<file path="src/common/fsync_defs.svh">
`ifndef FSYNC_DEFS_SVH
`define FSYNC_DEFS_SVH

// register indices; byte address is four times the index
`define FS_IDX_ENABLE 12'h640
`define FS_IDX_MODE 12'h641
`define FS_IDX_UPDATE 12'h005
`define FS_IDX_STATUS 12'h642

// field positions
`define FS_EN_BIT 0
`define FS_UPDATE_BIT 0
`define FS_MODE_W 4
`define FS_STAT_CNT_LSB 8
`define FS_STAT_CNT_MAX 24

// reset values
`define FS_RST_ENABLE 1'h0
`define FS_RST_MODE 4'h0
`define FS_RST_PINS 3'h0

// synchroniser depth for board pins
`define FS_SYNC_STAGES 3

`endif

</file>
<file path="src/common/fsync_pkg.sv">
package fsync_pkg;

  // field order matches bits [3:0] of the mode and arm register
  typedef struct packed {
    logic validate;
    logic one_shot;
    logic soft_method;
    logic soft_arm;
  } mode_t;

  // board pins after synchronisation
  typedef struct packed {
    logic arm;
    logic pulse_four;
    logic pulse_two;
  } pins_t;

  typedef enum logic [1:0] {
    DISARMED = 2'h0,
    ARMED = 2'h1,
    SPENT = 2'h3
  } arm_state_t;

endpackage : fsync_pkg

</file>
<file path="src/hdl/frame_sync_ctrl.sv">
`timescale 1ns/10ps
`include "fsync_defs.svh"
// Overview of operation
// frame alignment happens only while the enable bit is set; default off.
// with validate set, clock input one valid needs pulse input two valid.
// with validate set, clock input three valid needs pulse input four.
// with validate clear, the clock input's own validity decides alone.
// level mode: every rising edge of the frame pulse aligns.
// one-shot mode: only the first pulse after arming aligns.
// the board re-arms by pin high then low, or soft bit clear then set.
// buffered control writes take effect only after an I/O update write.
// arm method zero uses the arm pin, one uses the soft arm bit.
// a set soft arm bit arms after I/O update; next pulse aligns.
// the soft arm bit does nothing unless soft arming is selected.
// unused upper bits of both control registers read zero.
// while disabled, arm events and pulses are ignored entirely.
module frame_sync_ctrl
#(
  parameter int COUNT_W = 8
)
(
  input wire logic CLOCK,
  input wire logic NRST,
  input wire logic PSEL,
  input wire logic PENABLE,
  input wire logic PWRITE,
  input wire logic [13:0] PADDR,
  input wire logic [31:0] PWDATA,
  input wire logic [3:0] PSTRB,
  output logic [31:0] PRDATA,
  output logic PREADY,
  output logic PSLVERR,
  input wire logic ARM_PIN,
  input wire logic PULSE_TWO_PIN,
  input wire logic PULSE_FOUR_PIN,
  input wire logic CLOCK_INPUT_ONE_OK,
  input wire logic PULSE_INPUT_TWO_OK,
  input wire logic CLOCK_INPUT_THREE_OK,
  input wire logic PULSE_INPUT_FOUR_OK,
  input wire logic SELECT_INPUT_THREE,
  output logic CLOCK_INPUT_ONE_VALID,
  output logic CLOCK_INPUT_THREE_VALID,
  output logic ALIGN_STROBE,
  output logic ARMED
);

  if (COUNT_W < 1 || COUNT_W > `FS_STAT_CNT_MAX)
  begin : g_bad_count
    $error("COUNT_W must lie between 1 and 24");
  end

  logic rst_meta_reg;
  logic rst_n_reg;
  logic [11:0] word_idx;
  logic aligned;
  logic hit_enable;
  logic hit_mode;
  logic hit_update;
  logic hit_status;
  logic mapped;
  logic access;
  logic sample;
  logic wr_lane0;
  logic [31:0] rd_data;
  logic staged_enable_reg;
  fsync_pkg::mode_t staged_mode_reg;
  logic active_enable_reg;
  fsync_pkg::mode_t active_mode_reg;
  logic update_pulse_reg;
  fsync_pkg::pins_t pins_s;
  fsync_pkg::pins_t pins_prev_reg;
  logic soft_req;
  logic soft_prev_reg;
  logic pin_arm_event;
  logic soft_arm_event;
  logic arm_event;
  logic edge_two;
  logic edge_four;
  logic pulse_edge;
  logic align_next;
  fsync_pkg::arm_state_t state_reg;
  fsync_pkg::arm_state_t state_next;
  logic [COUNT_W-1:0] align_count_reg;
  logic [1:0] declared;

  // reset arrives asynchronously but is released on our own clock
  always_ff @(posedge CLOCK or negedge NRST)
  begin
    if (!NRST)
    begin
      rst_meta_reg <= 1'b0;
      rst_n_reg <= 1'b0;
    end
    else
    begin
      rst_meta_reg <= 1'b1;
      rst_n_reg <= rst_meta_reg;
    end
  end

  assign word_idx = PADDR[13:2];
  assign aligned = (PADDR[1:0] == 2'h0);
  assign hit_enable = aligned && (word_idx == `FS_IDX_ENABLE);
  assign hit_mode = aligned && (word_idx == `FS_IDX_MODE);
  assign hit_update = aligned && (word_idx == `FS_IDX_UPDATE);
  assign hit_status = aligned && (word_idx == `FS_IDX_STATUS);
  assign mapped = hit_enable | hit_mode | hit_update | hit_status;
  // one wait state: pready rises in the second access cycle
  assign access = PSEL & PENABLE & ~PREADY;
  assign sample = PSEL & PENABLE & PREADY;
  assign wr_lane0 = sample & PWRITE & PSTRB[0] & mapped;

  always_comb
  begin
    rd_data = 32'h0000_0000;
    if (hit_enable)
      rd_data[0] = staged_enable_reg;
    else if (hit_mode)
      rd_data[3:0] = staged_mode_reg;
    else if (hit_status)
    begin
      rd_data[`FS_STAT_CNT_LSB +: COUNT_W] = align_count_reg;
      rd_data[3:0] = {state_reg == fsync_pkg::SPENT, ARMED,
                      CLOCK_INPUT_THREE_VALID, CLOCK_INPUT_ONE_VALID};
    end
  end

  always_ff @(posedge CLOCK or negedge rst_n_reg)
  begin
    if (!rst_n_reg)
    begin
      PREADY <= 1'b0;
      PSLVERR <= 1'b0;
      PRDATA <= 32'h0000_0000;
    end
    else
    begin
      PREADY <= access;
      PSLVERR <= access & ~mapped;
      PRDATA <= (access && !PWRITE && mapped) ? rd_data : 32'h0000_0000;
    end
  end

  // software only ever writes the staged copies
  always_ff @(posedge CLOCK or negedge rst_n_reg)
  begin
    if (!rst_n_reg)
    begin
      staged_enable_reg <= `FS_RST_ENABLE;
      staged_mode_reg <= `FS_RST_MODE;
      update_pulse_reg <= 1'b0;
    end
    else
    begin
      if (wr_lane0 && hit_enable)
        staged_enable_reg <= PWDATA[`FS_EN_BIT];
      if (wr_lane0 && hit_mode)
        staged_mode_reg <= PWDATA[`FS_MODE_W-1:0];
      update_pulse_reg <= wr_lane0 & hit_update & PWDATA[`FS_UPDATE_BIT];
    end
  end

  // the logic steers from the active copies, loaded only on update
  always_ff @(posedge CLOCK or negedge rst_n_reg)
  begin
    if (!rst_n_reg)
    begin
      active_enable_reg <= `FS_RST_ENABLE;
      active_mode_reg <= `FS_RST_MODE;
    end
    else if (update_pulse_reg)
    begin
      active_enable_reg <= staged_enable_reg;
      active_mode_reg <= staged_mode_reg;
    end
  end

  pin_sync #(
    .WIDTH(3)
  ) u_pin_sync (
    .clk(CLOCK),
    .rst_n(rst_n_reg),
    .din({ARM_PIN, PULSE_FOUR_PIN, PULSE_TWO_PIN}),
    .dout(pins_s)
  );

  always_ff @(posedge CLOCK or negedge rst_n_reg)
  begin
    if (!rst_n_reg)
    begin
      pins_prev_reg <= `FS_RST_PINS;
      soft_prev_reg <= 1'b0;
    end
    else
    begin
      pins_prev_reg <= pins_s;
      soft_prev_reg <= soft_req;
    end
  end

  // edges per input, then muxed, so a change of selection is no edge
  assign edge_two = pins_s.pulse_two & ~pins_prev_reg.pulse_two;
  assign edge_four = pins_s.pulse_four & ~pins_prev_reg.pulse_four;
  assign pulse_edge = SELECT_INPUT_THREE ? edge_four : edge_two;

  assign pin_arm_event = ~active_mode_reg.soft_method &
                         pins_prev_reg.arm & ~pins_s.arm;
  // selecting soft arming while the bit already stands also arms
  assign soft_req = active_mode_reg.soft_method &
                    active_mode_reg.soft_arm;
  assign soft_arm_event = soft_req & ~soft_prev_reg;
  assign arm_event = pin_arm_event | soft_arm_event;

  always_comb
  begin
    state_next = state_reg;
    if (!active_enable_reg)
      state_next = fsync_pkg::DISARMED;
    else
    begin
      unique case (state_reg)
        fsync_pkg::DISARMED, fsync_pkg::SPENT:
        begin
          if (arm_event)
            state_next = fsync_pkg::ARMED;
        end
        fsync_pkg::ARMED:
        begin
          // a fresh arm in the same cycle keeps the block armed
          if (active_mode_reg.one_shot && pulse_edge && !arm_event)
            state_next = fsync_pkg::SPENT;
        end
        default:
          state_next = fsync_pkg::DISARMED;
      endcase
    end
  end

  assign align_next = active_enable_reg & pulse_edge &
                      (~active_mode_reg.one_shot |
                       (state_reg == fsync_pkg::ARMED));

  always_ff @(posedge CLOCK or negedge rst_n_reg)
  begin
    if (!rst_n_reg)
    begin
      state_reg <= fsync_pkg::DISARMED;
      ARMED <= 1'b0;
    end
    else
    begin
      state_reg <= state_next;
      ARMED <= (state_next == fsync_pkg::ARMED);
    end
  end

  // the count wraps; it only shows that alignments are happening
  always_ff @(posedge CLOCK or negedge rst_n_reg)
  begin
    if (!rst_n_reg)
    begin
      ALIGN_STROBE <= 1'b0;
      align_count_reg <= '0;
    end
    else
    begin
      ALIGN_STROBE <= align_next;
      if (align_next)
        align_count_reg <= align_count_reg + 1'b1;
    end
  end

  valid_gate #(
    .PAIRS(2)
  ) u_valid_gate (
    .clock_ok({CLOCK_INPUT_THREE_OK, CLOCK_INPUT_ONE_OK}),
    .pulse_ok({PULSE_INPUT_FOUR_OK, PULSE_INPUT_TWO_OK}),
    .validate(active_mode_reg.validate),
    .declared(declared)
  );

  always_ff @(posedge CLOCK or negedge rst_n_reg)
  begin
    if (!rst_n_reg)
    begin
      CLOCK_INPUT_ONE_VALID <= 1'b0;
      CLOCK_INPUT_THREE_VALID <= 1'b0;
    end
    else
    begin
      CLOCK_INPUT_ONE_VALID <= declared[0];
      CLOCK_INPUT_THREE_VALID <= declared[1];
    end
  end
endmodule : frame_sync_ctrl

</file>
<file path="src/hdl/pin_sync.sv">
`timescale 1ns/10ps
`include "fsync_defs.svh"
module pin_sync
#(
  parameter int WIDTH = 3
)
(
  input wire logic clk,
  input wire logic rst_n,
  input wire logic [WIDTH-1:0] din,
  output logic [WIDTH-1:0] dout
);

  if (WIDTH < 1)
  begin : g_bad_width
    $error("pin_sync needs at least one bit");
  end

  for (genvar i = 0; i < WIDTH; i++)
  begin : g_bit
    logic meta_reg;
    logic mid_reg;
    logic late_reg;
    // the filtered value moves only once two settled stages agree
    always_ff @(posedge clk or negedge rst_n)
    begin
      if (!rst_n)
      begin
        meta_reg <= 1'b0;
        mid_reg <= 1'b0;
        late_reg <= 1'b0;
        dout[i] <= 1'b0;
      end
      else
      begin
        meta_reg <= din[i];
        mid_reg <= meta_reg;
        late_reg <= mid_reg;
        if (mid_reg == late_reg)
          dout[i] <= late_reg;
      end
    end
  end

endmodule : pin_sync

</file>
<file path="src/hdl/valid_gate.sv">
`timescale 1ns/10ps
module valid_gate
#(
  parameter int PAIRS = 2
)
(
  input wire logic [PAIRS-1:0] clock_ok,
  input wire logic [PAIRS-1:0] pulse_ok,
  input wire logic validate,
  output logic [PAIRS-1:0] declared
);

  if (PAIRS < 1)
  begin : g_bad_pairs
    $error("valid_gate needs at least one pair");
  end

  for (genvar i = 0; i < PAIRS; i++)
  begin : g_pair
    // each clock input is paired with the pulse input beside it
    assign declared[i] = clock_ok[i] & (pulse_ok[i] | ~validate);
  end

endmodule : valid_gate

</file>
<file path="config.mk">
export PLATFORM = sky130hd
export DESIGN_NAME = frame_sync_ctrl
export DESIGN_NICKNAME = d
export VERILOG_FILES = /design/src/common/fsync_pkg.sv /design/src/hdl/frame_sync_ctrl.sv /design/src/hdl/pin_sync.sv /design/src/hdl/valid_gate.sv
export VERILOG_INCLUDE_DIRS = /design/src /design/src/common
export SDC_FILE = /design/constraint.sdc
export NUM_CORES = 1
export LEC_CHECK = 0
export BUFFER_PORTS_ARGS = -buffer_cell sky130_fd_sc_hd__buf_2
export CORE_ASPECT_RATIO = 1.25
export CORE_MARGIN = 2
export CORE_UTILIZATION = 47
export CTS_CLUSTER_DIAMETER = 150
export CTS_CLUSTER_SIZE = 12
export DETAILED_ROUTE_END_ITERATION = 8
export PLACE_DENSITY = 0.85
export SETUP_SLACK_MARGIN = 0.3
export SYNTH_ARGS = -nofsm -noshare
export SYNTH_HDL_FRONTEND = slang
export SYNTH_SLANG_ARGS = --single-unit
</file>
<file path="constraint.sdc">
create_clock -name CLOCK -period 2 [get_ports CLOCK]
set_input_delay 0.3 -clock CLOCK [delete_from_list [all_inputs] [get_ports CLOCK]]
set_output_delay 0.3 -clock CLOCK [all_outputs]
set_load 0.02 [all_outputs]
</file>
**Word level (Yosys, flattened, before mapping)**

Cells that the tools add are included.

- Word-level logic and storage cells: 112
- Input port bits: 63
- Flip-flop bits (word level): 61
- Output and inout port bits: 38

- Reductions and logical operators: 15
- Bitwise operators: 35
- Mux-type cells: 13
- Add/subtract/negate cells: 1
- Equal/unequal tests: 10

Operators by type and width:

| kind | count |
|---|---|
| equality test 12 x 11 -> 1 bit, second input constant | 3 |
| two-way mux 8 bit | 3 |
| AND 1 bit | 19 |
| two-way mux 16 bit | 1 |
| equality test 12 x 3 -> 1 bit, second input constant | 1 |
| logical AND 1 bit | 10 |
| inverter 1 bit | 9 |
| adder 8 x 1 -> 8 bit, second input constant | 1 |
| two-way mux 4 bit | 2 |
| OR 1 bit | 7 |
| two-way mux 2 bit | 3 |
| equality test 2 x 1 -> 1 bit, second input constant | 2 |
| zero test 2 bit | 2 |
| case mux 2 bit (2 select lines) | 1 |
| equality test 1 bit | 3 |
| two-way mux 3 bit | 1 |
| equality test 2 bit, second input constant | 1 |
| zero test 1 bit | 2 |
| two-way mux 1 bit | 2 |
| OR reduction 2 bit | 1 |

**Depth between registers and ports, before layout**

Gate-level depths: netlist (run 1).

- Depth in word-level cells: 10
- Depth in mapped cells: 6
- Mapped depth without buffers: 5

**Modules after synthesis**

A second synthesis (run 1) with hierarchy kept.

- Cell total of the unflattened synthesis: 187
- Area, all modules: 2379.8 um^2

By module, submodules not included:

| module | cells an instance | area an instance (um^2) | times used | sequential area each (um^2) |
|---|---|---|---|---|
| frame_sync_ctrl | 168 | 2023.2 | 1 | 1126.1 |
| pin_sync | 15 | 334.1 | 1 | 300.3 |
| valid_gate | 4 | 22.5 | 1 | 0.0 |

**Worst setup path before layout (run 1)**

No wires, ideal clock.

- Path type: input to register
- Start: in PADDR[9]
- End: reg staged_enable_reg
- Library setup time: 0.125 ns
- Path slack: 0.048 ns
- Data required time: 1.875 ns
- Data arrival time: 1.827 ns
- Cell stages on the path: 4
- Buffers on the path: 0
- Path through: or4_4 or3_4 nor4_2 mux2_2

- Longest elaborated chain between the ends: 7
- Elaborated cells on any way between the ends: 13
- Those cells by class: eq/ne: 4; bitwise: 4; reduce/logical: 5

RTL lines:

| item | line | source |
|---|---|---|
| start, declared | frame_sync_ctrl.sv:27 | `input wire logic [13:0] PADDR,` |
| equality test 12 x 11 -> 1 bit (no line) | - |  |
| logical AND 1 bit (on tied branches) | frame_sync_ctrl.sv:103, frame_sync_ctrl.sv:104 |  |
| OR 1 bit (3 in series) | frame_sync_ctrl.sv:107 | `assign mapped = hit_enable \| hit_mode \| hit_update \| hit_status;` |
| AND 1 bit | frame_sync_ctrl.sv:111 | `assign wr_lane0 = sample & PWRITE & PSTRB[0] & mapped;` |
| logical AND 1 bit * | frame_sync_ctrl.sv:155 | `if (wr_lane0 && hit_enable)` |
| end signal, assigned | frame_sync_ctrl.sv:149 | `` staged_enable_reg <= `FS_RST_ENABLE; `` |
| end signal, assigned | frame_sync_ctrl.sv:156 | `` staged_enable_reg <= PWDATA[`FS_EN_BIT]; `` |
| end, declared | frame_sync_ctrl.sv:65 | `logic staged_enable_reg;` |

Mark *: on every way between the ends. The rest lies on a longest branch, timed or not.
A chain may end at the register's enable or synchronous reset.

**Worst setup path after layout (run 1)**

- Start: in PADDR[9]
- End: reg staged_mode_reg[0] (netlist name)

- Longest elaborated chain between the ends: 7
- Elaborated cells on any way between the ends: 13
- Those cells by class: eq/ne: 4; bitwise: 4; reduce/logical: 5

RTL lines:

| item | line | source |
|---|---|---|
| equality test 12 x 11 -> 1 bit (no line) | - |  |
| logical AND 1 bit (on tied branches) | frame_sync_ctrl.sv:103, frame_sync_ctrl.sv:104 |  |
| OR 1 bit (3 in series) | frame_sync_ctrl.sv:107 |  |
| AND 1 bit | frame_sync_ctrl.sv:111 |  |
| logical AND 1 bit * | frame_sync_ctrl.sv:157 | `if (wr_lane0 && hit_mode)` |
| end signal, assigned | frame_sync_ctrl.sv:150 | `` staged_mode_reg <= `FS_RST_MODE; `` |
| end signal, assigned | frame_sync_ctrl.sv:158 | `` staged_mode_reg <= PWDATA[`FS_MODE_W-1:0]; `` |
| end, declared | frame_sync_ctrl.sv:66 | `fsync_pkg::mode_t staged_mode_reg;` |

Marked as above.

==> impl_metrics.csv, run 1 <==
group,metric,value,unit
place,gp_congestion,0.802,
setup_path,cp_max_fo,4,
route,drt_first_pass_iters,4,
power_and_ir_drop,clkPwrFrac,41.0,%
setup_path,path_delay_family,"simple AND/OR/NAND/NOR gates",
timing,hold-worst-slack,0.0682,ns
yosys,synthCells,186,
setup_path,r2r_start,"PREADY",
yosys,ys_ff_latch,57,
yosys,syn_area,0.00237,mm2
grt,grt_pass1_wl,6.76,mm
timing,fin_crit,1.70,ns
timing,drv_slew,0,
grt,grt_pass1_vias,1522,
route,drc_errors,0,
cells_and_area,area_delta_synth_final,21.6,%
power_and_ir_drop,irDropWorstVdd,693,uV
cells_and_area,layout_common_cells,"56 x dfrtp_1, 48 x buf_2, 21 x conb_1",
clock_network,cts_tree,"yes",
power_and_ir_drop,p_int,1740,uW
setup_path,r2r_cells,4,
yosys,synth-compound-area-share,4.90,%
setup_path,ff2ff_setup_slack,0.39,ns
route,wl_per_cell,12.7,um
route,dr.first_iter.drc_count,58,
timing,finalCritPeriodShare,85.0,%
setup_path,slowest_delay,0.52,ns
grt,antenna_found_initial,0,
place,io_buffers,49,
power_and_ir_drop,p_per_area,785,mW/mm2
clock_network,cts.sinks,57,
yosys,synth-warning-count,0,
place,place_inst,295,
route,ant_nets,0,
timing,rsz0062_at_grt,"yes",
setup_path,startpoint_type,"input pin",
yosys,synth-xor-area-share,2.58,%
setup_path,cp.required,2.22,ns
cells_and_area,largest_reg_flops,12,
floorplan,dieArea,0.00564,mm2
route,drt_wl_total,3.96,mm
place,hpwl,2.89,mm
floorplan,ios,101,
power_and_ir_drop,sw_frac_of_total,23.1,%
setup_path,crit_start,"PADDR[9]",
cells_and_area,drive_gt1_share,34.4,%
cells_and_area,fin_cells,313,
clock_network,clockBufferDepth,2,
setup_path,cp-end-kind,"flip-flop",
setup_path,cp_slowest_cell,"or4_4",
status,status,"complete, no violations",
grt,grt_start_max_net_pins,30,
timing,final-hold-violation-count,0,
cells_and_area,nets,316,
floorplan,start_util,49.5,%
power_and_ir_drop,leakage,0.00148,uW
floorplan,fp.dieH,83.5,um
grt,track_usage,16.4,%
yosys,synth.avg_cell_area,12.8,um2
setup_path,arrival,1.92,ns
setup_path,cp_cell_sequence,"buf_6 -> or4_4 -> or3_4 -> nor3_4 -> buf_12 -> mux2_4",
yosys,synth-edff-count,0,
clock_network,numCtsBuffers,9,
yosys,synth_top_flop_cell,"dfrtp_1",
setup_path,r2r-end,"PRDATA[12]",
clock_network,clock_latency,0.34,ns
yosys,synth_top_family_by_area,"simple AND/OR/NAND/NOR gates",
route,vias_per_cell,4.88,
floorplan,num_rows,28,
floorplan,design.core.area,0.00480,mm2
route,vias,1526,
timing,setup_viol,0,
setup_path,worst-setup-path-type,"in2reg",
worst_hold_path,hp-class,"in2reg",
grt,grt_overflow,0,
clock_network,clock-root-buffer,"clkbuf_8",
yosys,synth-simple-area-share,15.8,%
flow_run,drv_cap,0,
setup_path,cp.depth,6,
yosys,synthAdderAreaFrac,3.90,%
power_and_ir_drop,power_frac_seq,53.1,%
timing,fmax,588,MHz
yosys,yosysSeqAreaShare,60.1,%
setup_path,worst-path-buf-inv,2,
cells_and_area,antenna_cells,0,
clock_network,htreeDepth,3,
power_and_ir_drop,power_frac_comb,5.9,%
timing,final.setup_skew,0.00550,ns
cells_and_area,utilization,60.1,%
timing,tightest_slew,0.604,ns
setup_path,critical_path.endpoint,"staged_mode_reg[0]",
yosys,synthMuxAreaShare,4.74,%
yosys,ys_types,44,
timing,slew_headroom,59.7,%
clock_network,clkTransAtPathRegs,0.06,ns
cells_and_area,fillers,393,
cells_and_area,final_common_cell,"dfrtp_1",
power_and_ir_drop,switching_power,524,uW
floorplan,die_w,67.6,um
yosys,async_flop_share,100,%
[power by group through the flow]
stage | registers, uW | logic (uW) | clock network, uW
2_1_floorplan | 1230 | 93.8 | 0
5_1_grt | 1210 | 148 | 1010
4_1_cts | 1200 | 133 | 957
3_3_place_gp | 1220 | 128 | 0
3_5_place_dp | 1230 | 130 | 0
6_report | 1200 | 134 | 928
[metrics by stage]
step                worst slack, ns  total power, uW  cell area [um2]  TNS [ns]
finish                        0.299             2270             2890         0
global route                  0.287             2360             2890         0
CTS                           0.254             2290             2870         0
detailed placement           -0.114             1360             2660    -0.470
global placement            -0.0954             1350             2660    -0.340
floorplan                    0.0494             1330             2460         0
[routing by layer]
metal  GRT usage [%]  wire (um)
met1            19.2       1640
met4            14.1        193
met3            4.86        198
met5               0          0
met2            23.8       1940
[worst min path at each step]
| stage | start | endpoint | cells past startpoint |
|---|---|---|---|
| floorplan | NRST | rst_meta_reg | 0 |
| global placement | NRST | rst_meta_reg | 1 |
| detailed placement | NRST | rst_meta_reg | 1 |
| CTS | PULSE_TWO_PIN | u_pin_sync.g_bit[0].meta_reg | 1 |
| global route | PULSE_TWO_PIN | u_pin_sync.g_bit[0].meta_reg | 1 |
| finish | PULSE_TWO_PIN | u_pin_sync.g_bit[0].meta_reg | 1 |
[cells in the mapped netlist, types with 2 or more instances]
master | instances | share of area [%]
nand4_1 | 5 | 1.3
inv_1 | 6 | 0.95
a21boi_0 | 3 | 0.95
a22oi_1 | 2 | 0.63
nor3_1 | 4 | 0.84
xnor2_1 | 6 | 2.2
conb_1 | 2 | 0.32
nand2b_1 | 2 | 0.53
maj3_1 | 3 | 1.3
mux2_2 | 10 | 4.7
a31oi_1 | 2 | 0.53
and3b_1 | 2 | 0.74
nand3_1 | 2 | 0.42
and2_1 | 10 | 2.6
nand4b_1 | 2 | 0.74
nand2_1 | 6 | 0.95
o21ai_0 | 2 | 0.42
ha_1 | 5 | 2.6
dfrtp_1 | 57 | 60
buf_4 | 20 | 6.3
nor2_1 | 8 | 1.3
nor2b_1 | 2 | 0.53
nor4_2 | 2 | 1.1
and3_1 | 3 | 0.79
[worst reg2reg max path, cell delays in order (launching register included)]
cell and delay (ns):
dfrtp_1 0.40, or4bb_1 0.52, nor4_2 0.21, and3_4 0.28, and2_1 0.13
[logic make-up (layout without fill, tap and decap cells)]
| group | Yosys count | in the layout |
|---|---|---|
| xor gates and xnor gates | 7 | 7 |
| AOI/OAI and AO/OA | 16 | 16 |
| muxes | 10 | 10 |
| and+or+nand+nor | 58 | 58 |
| adders and majority gates | 8 | 8 |
| other | 2 | 21 |
| DFF | 57 | 57 |
| buffers and inverters | 28 | 76 |
[final cells by class]
cell class	instances	area, um2	share of cell area, %
sequential	57	1430	49.5
timing repair buffer	54	317	11.0
clock buffer	13	159	5.51
inverter	6	22.5	0.781
tap	60	75.1	2.60
multi-input combinational	120	870	30.1
clock inverter	3	15.0	0.520
[what timing repair did]
action	4_1_cts	5_1_grt
setup buffers	1	0
hold buffers	1	0
endpoints found under the setup margin	14	14
resized for setup	2	3
endpoints found under the hold margin	2	0
pin swaps	0	1
Power figures use the tool's default switching activity.
==> run 2: changes to the inputs <==
- CORE_UTILIZATION: 47 -> 40
- PLACE_DENSITY: 0.85 -> 0.75
==> impl_metrics.csv, run 2 (synthesized netlist as in run 1, its figures left out) <==
group,metric,value,unit
status,status,"complete, no violations",
route,drt_first_pass_iters,4,
floorplan,num_rows,31,
power_and_ir_drop,p_per_area,778,mW/mm2
cells_and_area,fillers,503,
setup_path,cp-end-kind,"flip-flop",
timing,setup_viol,0,
timing,tns,0,ns
place,gp_congestion,0.881,
clock_network,clockBufferDepth,2,
worst_hold_path,hold_end,"u_pin_sync.g_bit[1].meta_reg",
timing,setup_ws,0.305,ns
floorplan,design.core.area,0.00578,mm2
timing,finalCritPeriodShare,84.8,%
place,placed_cell_area,0.00267,mm2
floorplan,start_util,41.1,%
grt,track_usage,13.9,%
setup_path,startpoint_type,"input pin",
cells_and_area,largest_reg_flops,12,
grt,grt_overflow,0,
timing,final-hold-violation-count,0,
cells_and_area,final_cell_area,0.00291,mm2
cells_and_area,area_delta_synth_final,22.6,%
clock_network,cts_tree,"yes",
clock_network,clkTransAtPathRegs,0.06,ns
clock_network,htreeDepth,3,
timing,fin_crit,1.70,ns
clock_network,numCtsBuffers,9,
timing,final.setup_skew,0.00445,ns
clock_network,cts.sinks,57,
setup_path,ff2ff_setup_slack,0.39,ns
worst_hold_path,holdPathStages,1,
clock_network,clock-root-buffer,"clkbuf_8",
route,vias,1533,
cells_and_area,drive_gt1_share,35.4,%
worst_hold_path,min_from,"PULSE_FOUR_PIN",
setup_path,r2r-end,"PRDATA[2]",
setup_path,cp_max_fo,4,
timing,fmax,590,MHz
grt,grt_pass1_wl,6.82,mm
setup_path,cp.required,2.21,ns
power_and_ir_drop,leakage,0.00149,uW
cells_and_area,multiInputGateArea,887,um2
clock_network,clock_latency,0.32,ns
route,ant_nets,0,
place,hpwl,2.92,mm
route,drc_errors,0,
cells_and_area,antenna_cells,0,
setup_path,worst-setup-path-type,"in2reg",
grt,grt_pass1_vias,1556,
floorplan,dieArea,0.00657,mm2
place,place_ws,-0.0993,ns
route,vias_per_cell,4.79,
cells_and_area,register_area,0.00143,mm2
route,wl_per_cell,12.5,um
power_and_ir_drop,irDropWorstVdd,417,uV
timing,rsz0062_at_grt,"yes",
setup_path,r2r_cells,4,
floorplan,fp.dieH,90.1,um
floorplan,die_w,72.9,um
worst_hold_path,hp-class,"in2reg",
floorplan,ios,101,
flow_run,drv_cap,0,
grt,grt_start_max_net_pins,36,
route,dr.first_iter.drc_count,114,
cells_and_area,nets,317,
cells_and_area,layout_common_cells,"56 x dfrtp_1, 48 x buf_2, 21 x conb_1",
setup_path,r2r_start,"PREADY",
place,io_buffers,49,
timing,drv_slew,0,
setup_path,arrival,1.90,ns
route,drt_wl_total,4.01,mm
grt,antenna_found_initial,0,
cells_and_area,final_common_cell,"dfrtp_1",
==> run 2: changes by cell type in the layout (fill, tap and decap cells not counted), sizes merged <==
| cell | before | now |
|---|---|---|
| buf | 53 | 54 |
==> run 2: worst max path at each step <==
stage / slack [ns] / end / startpoint / cells after the start
finish: 0.30 / staged_mode_reg[0] / PADDR[9] / 6
global route: 0.29 / PRDATA[2] / PREADY / 4
CTS: 0.30 / staged_mode_reg[0] / PADDR[9] / 6
detailed placement: -0.1 / staged_enable_reg / PADDR[9] / 5
global placement: -0.1 / staged_enable_reg / PADDR[9] / 5
floorplan: 0.05 / staged_enable_reg / PADDR[9] / 4
==> run 2: metal layers <==
metal  wire length (um)  GRT usage (%)  up-vias
met5                  0              0        -
met1               1610           15.2      737
li1                   -              -      726
met3                202           4.37       13
met2               2070           22.3       57
met4                128           9.57        0
==> run 2: final cells by class <==
type                            count  share of cell area, %
Timing Repair Buffer               55                   10.8
Clock inverter                      3                  0.516
Inverter                            6                  0.774
Clock buffer                       13                   5.46
Multi-Input combinational cell    120                   30.5
Sequential cell                    57                   49.1
Tap cell                           66                   2.84
==> run 2: through the flow <==
step,util (%),hold slack (ns),cells,total power (uW)
finish,50.3,0.0786,320,2260
CTS,50.0,0.0597,320,2290
global placement,46.2,0.0867,302,1350
global route,50.3,0.0504,320,2370
floorplan,-,0.00441,205,1330
detailed placement,46.2,0.0865,302,1360
==> run 2: critical path, stage by stage <==
cell and delay, ns:
buf_6 0.09, or4_4 0.53, or3_4 0.42, nor3_4 0.13, buf_6 0.15, mux2_4 0.29
==> run 2: power breakdown <==
| group | switching, uW | leakage [uW] | internal [uW] |
|---|---|---|---|
| Sequential | 19.8 | 0.000745 | 1180 |
| Clock | 411 | 0.0000932 | 511 |
| Combinational | 88.2 | 0.000654 | 51.8 |
==> run 2: repair_timing <==
item | in CTS | in global routing
setup endpoints to repair | 13 | 14
gates resized for setup | 5 | 4
endpoints found under the hold margin | 2 | 0
setup buffers | 1 | 0
hold buffers | 1 | 0
pin swaps | 2 | 1
==> run 3: changes to the inputs <==
- clock period: 2 -> 1.63 ns (I/O delays scaled with it)
==> impl_metrics.csv, run 3 (synthesized netlist as in run 1, its figures left out) <==
group,metric,value,unit
status,status,"finished, violations left",
status,violations,"setup timing",
floorplan,num_rows,31,
grt,track_usage,13.5,%
clock_network,htreeDepth,3,
route,drt_first_pass_iters,5,
timing,rsz0062_at_grt,"yes",
setup_path,cp_slowest_cell,"or4_4",
power_and_ir_drop,irDropWorstVdd,566,uV
timing,setup_viol,3,
setup_path,cp_cell_sequence,"buf_6 -> or4_4 -> or3_4 -> nor3_4 -> buf_6 -> mux2_4",
power_and_ir_drop,p_int,2100,uW
floorplan,ios,101,
place,hpwl,2.87,mm
cells_and_area,layout_common_cells,"54 x dfrtp_1, 48 x buf_2, 21 x conb_1",
timing,setup_ws,-0.00802,ns
power_and_ir_drop,clkPwrFrac,39.1,%
timing,finalCritPeriodShare,100,%
clock_network,cts_tree,"yes",
clock_network,numCtsBuffers,9,
setup_path,cp-end-kind,"flip-flop",
grt,antenna_found_initial,0,
setup_path,worst-setup-path-type,"in2reg",
floorplan,design.core.area,0.00578,mm2
clock_network,clock-root-buffer,"clkbuf_8",
route,vias,1567,
setup_path,arrival,1.84,ns
cells_and_area,drive_gt1_share,41.7,%
floorplan,die_w,72.9,um
setup_path,crit_top_cell,"buf_6",
clock_network,clock_latency,0.32,ns
grt,grt_start_max_net_pins,31,
route,dr.first_iter.drc_count,73,
route,vias_per_cell,4.75,
setup_path,cp.required,1.83,ns
grt,grt_overflow,0,
worst_hold_path,hp-class,"in2reg",
power_and_ir_drop,switching_power,631,uW
floorplan,start_util,41.1,%
grt,grt_pass1_vias,1521,
timing,fmax,610,MHz
setup_path,startpoint_type,"input pin",
cells_and_area,nets,328,
cells_and_area,final_common_cell,"dfrtp_1",
setup_path,slowest_delay,0.52,ns
power_and_ir_drop,power_frac_comb,7.2,%
power_and_ir_drop,leakage,0.00155,uW
setup_path,cp_max_fo,4,
cells_and_area,final_cell_area,0.00302,mm2
power_and_ir_drop,p_per_area,902,mW/mm2
cells_and_area,area_delta_synth_final,27.4,%
clock_network,clkTransAtPathRegs,0.06,ns
timing,fin_crit,1.64,ns
timing,final.setup_skew,0.00726,ns
grt,grt_pass1_wl,6.78,mm
floorplan,fp.dieH,90.1,um
route,drc_errors,0,
cells_and_area,largest_reg_flops,12,
place,gp_congestion,0.788,
timing,final-hold-violation-count,0,
flow_run,drv_cap,0,
timing,drv_slew,0,
power_and_ir_drop,power_frac_seq,53.8,%
power_and_ir_drop,sw_frac_of_total,23.1,%
floorplan,dieArea,0.00657,mm2
clock_network,clockBufferDepth,2,
clock_network,cts.sinks,57,
route,wl_per_cell,12.3,um
cells_and_area,antenna_cells,0,
route,drt_wl_total,4.06,mm
place,io_buffers,49,
setup_path,ff2ff_setup_slack,0.03,ns
place,placed_cell_area,0.00271,mm2
route,ant_nets,0,
timing,tns,-0.0179,ns
==> run 3: cell types whose count changed in the layout (fill, tap and decap cells not counted), sizes merged <==
cell / delta
clkinv: +1
buf: +11
clkbuf: -2
==> run 3: worst paths after layout <==
check / from / endpoint / depth (start not counted)
setup reg to reg: PREADY / PRDATA[2] / 4
hold reg to reg: rst_n_reg / u_pin_sync.g_bit[1].meta_reg / 1
hold / removal: PULSE_FOUR_PIN / u_pin_sync.g_bit[1].meta_reg / 1
max in group asynchronous: rst_n_reg / state_reg[1] / 1
min in group asynchronous: NRST / rst_meta_reg / 2
setup / recovery: PADDR[9] / staged_mode_reg[3] / 6
==> run 3: per-layer routing <==
| metal | track usage [%] | vias to the layer above | wire (um) |
|---|---|---|---|
| met5 | 0 | - | 0 |
| met4 | 5.86 | 0 | 45 |
| met3 | 5.04 | 8 | 217 |
| met2 | 22.4 | 49 | 2160 |
| met1 | 15.2 | 759 | 1640 |
| li1 | - | 751 | - |
==> run 3: power groups by stage <==
stage | logic [uW] | clock network (uW) | registers, uW
6_report | 196 | 1070 | 1470
4_1_cts | 190 | 1100 | 1470
2_1_floorplan | 116 | 0 | 1510
3_5_place_dp | 177 | 0 | 1490
3_3_place_gp | 173 | 0 | 1490
5_1_grt | 216 | 1180 | 1470
==> run 3: through the flow <==
step	std cells	hold WS (ns)	util [%]	power, uW	setup slack (ns)
floorplan	205	-0.0511	-	1630	-0.265
global placement	305	0.0308	46.9	1660	-0.368
detailed placement	305	0.0309	46.9	1670	-0.387
CTS	328	0.00474	51.4	2760	-0.0107
global route	330	0.00491	52.3	2860	-0.0693
finish	330	0.0239	52.3	2730	-0.00802
==> run 3: worst max-delay path, delay by kind of cell <==
kind | cells | cell delay [ns]
buf+inv | 2 | 0.24
mux | 1 | 0.29
simple gates | 3 | 1.06
==> run 3: final cells by class <==
type | instances | area [um2]
fill | 504 | 2760
sequential | 57 | 1430
multi-input combinational | 120 | 936
timing repair buffer | 66 | 389
clock buffer | 11 | 141
tap | 66 | 82.6
inverter | 6 | 25.0
clock inverter | 4 | 20.0
==> run 3: timing repair <==
| action | 4_1_cts | 5_1_grt |
|---|---|---|
| endpoints found under the setup margin | 21 | 26 |
| setup buffers | 7 | 2 |
| pin swaps | 11 | 8 |
| hold buffers | 1 | 0 |
| endpoints found under the hold margin | 2 | 0 |
| gates resized for setup | 10 | 9 |
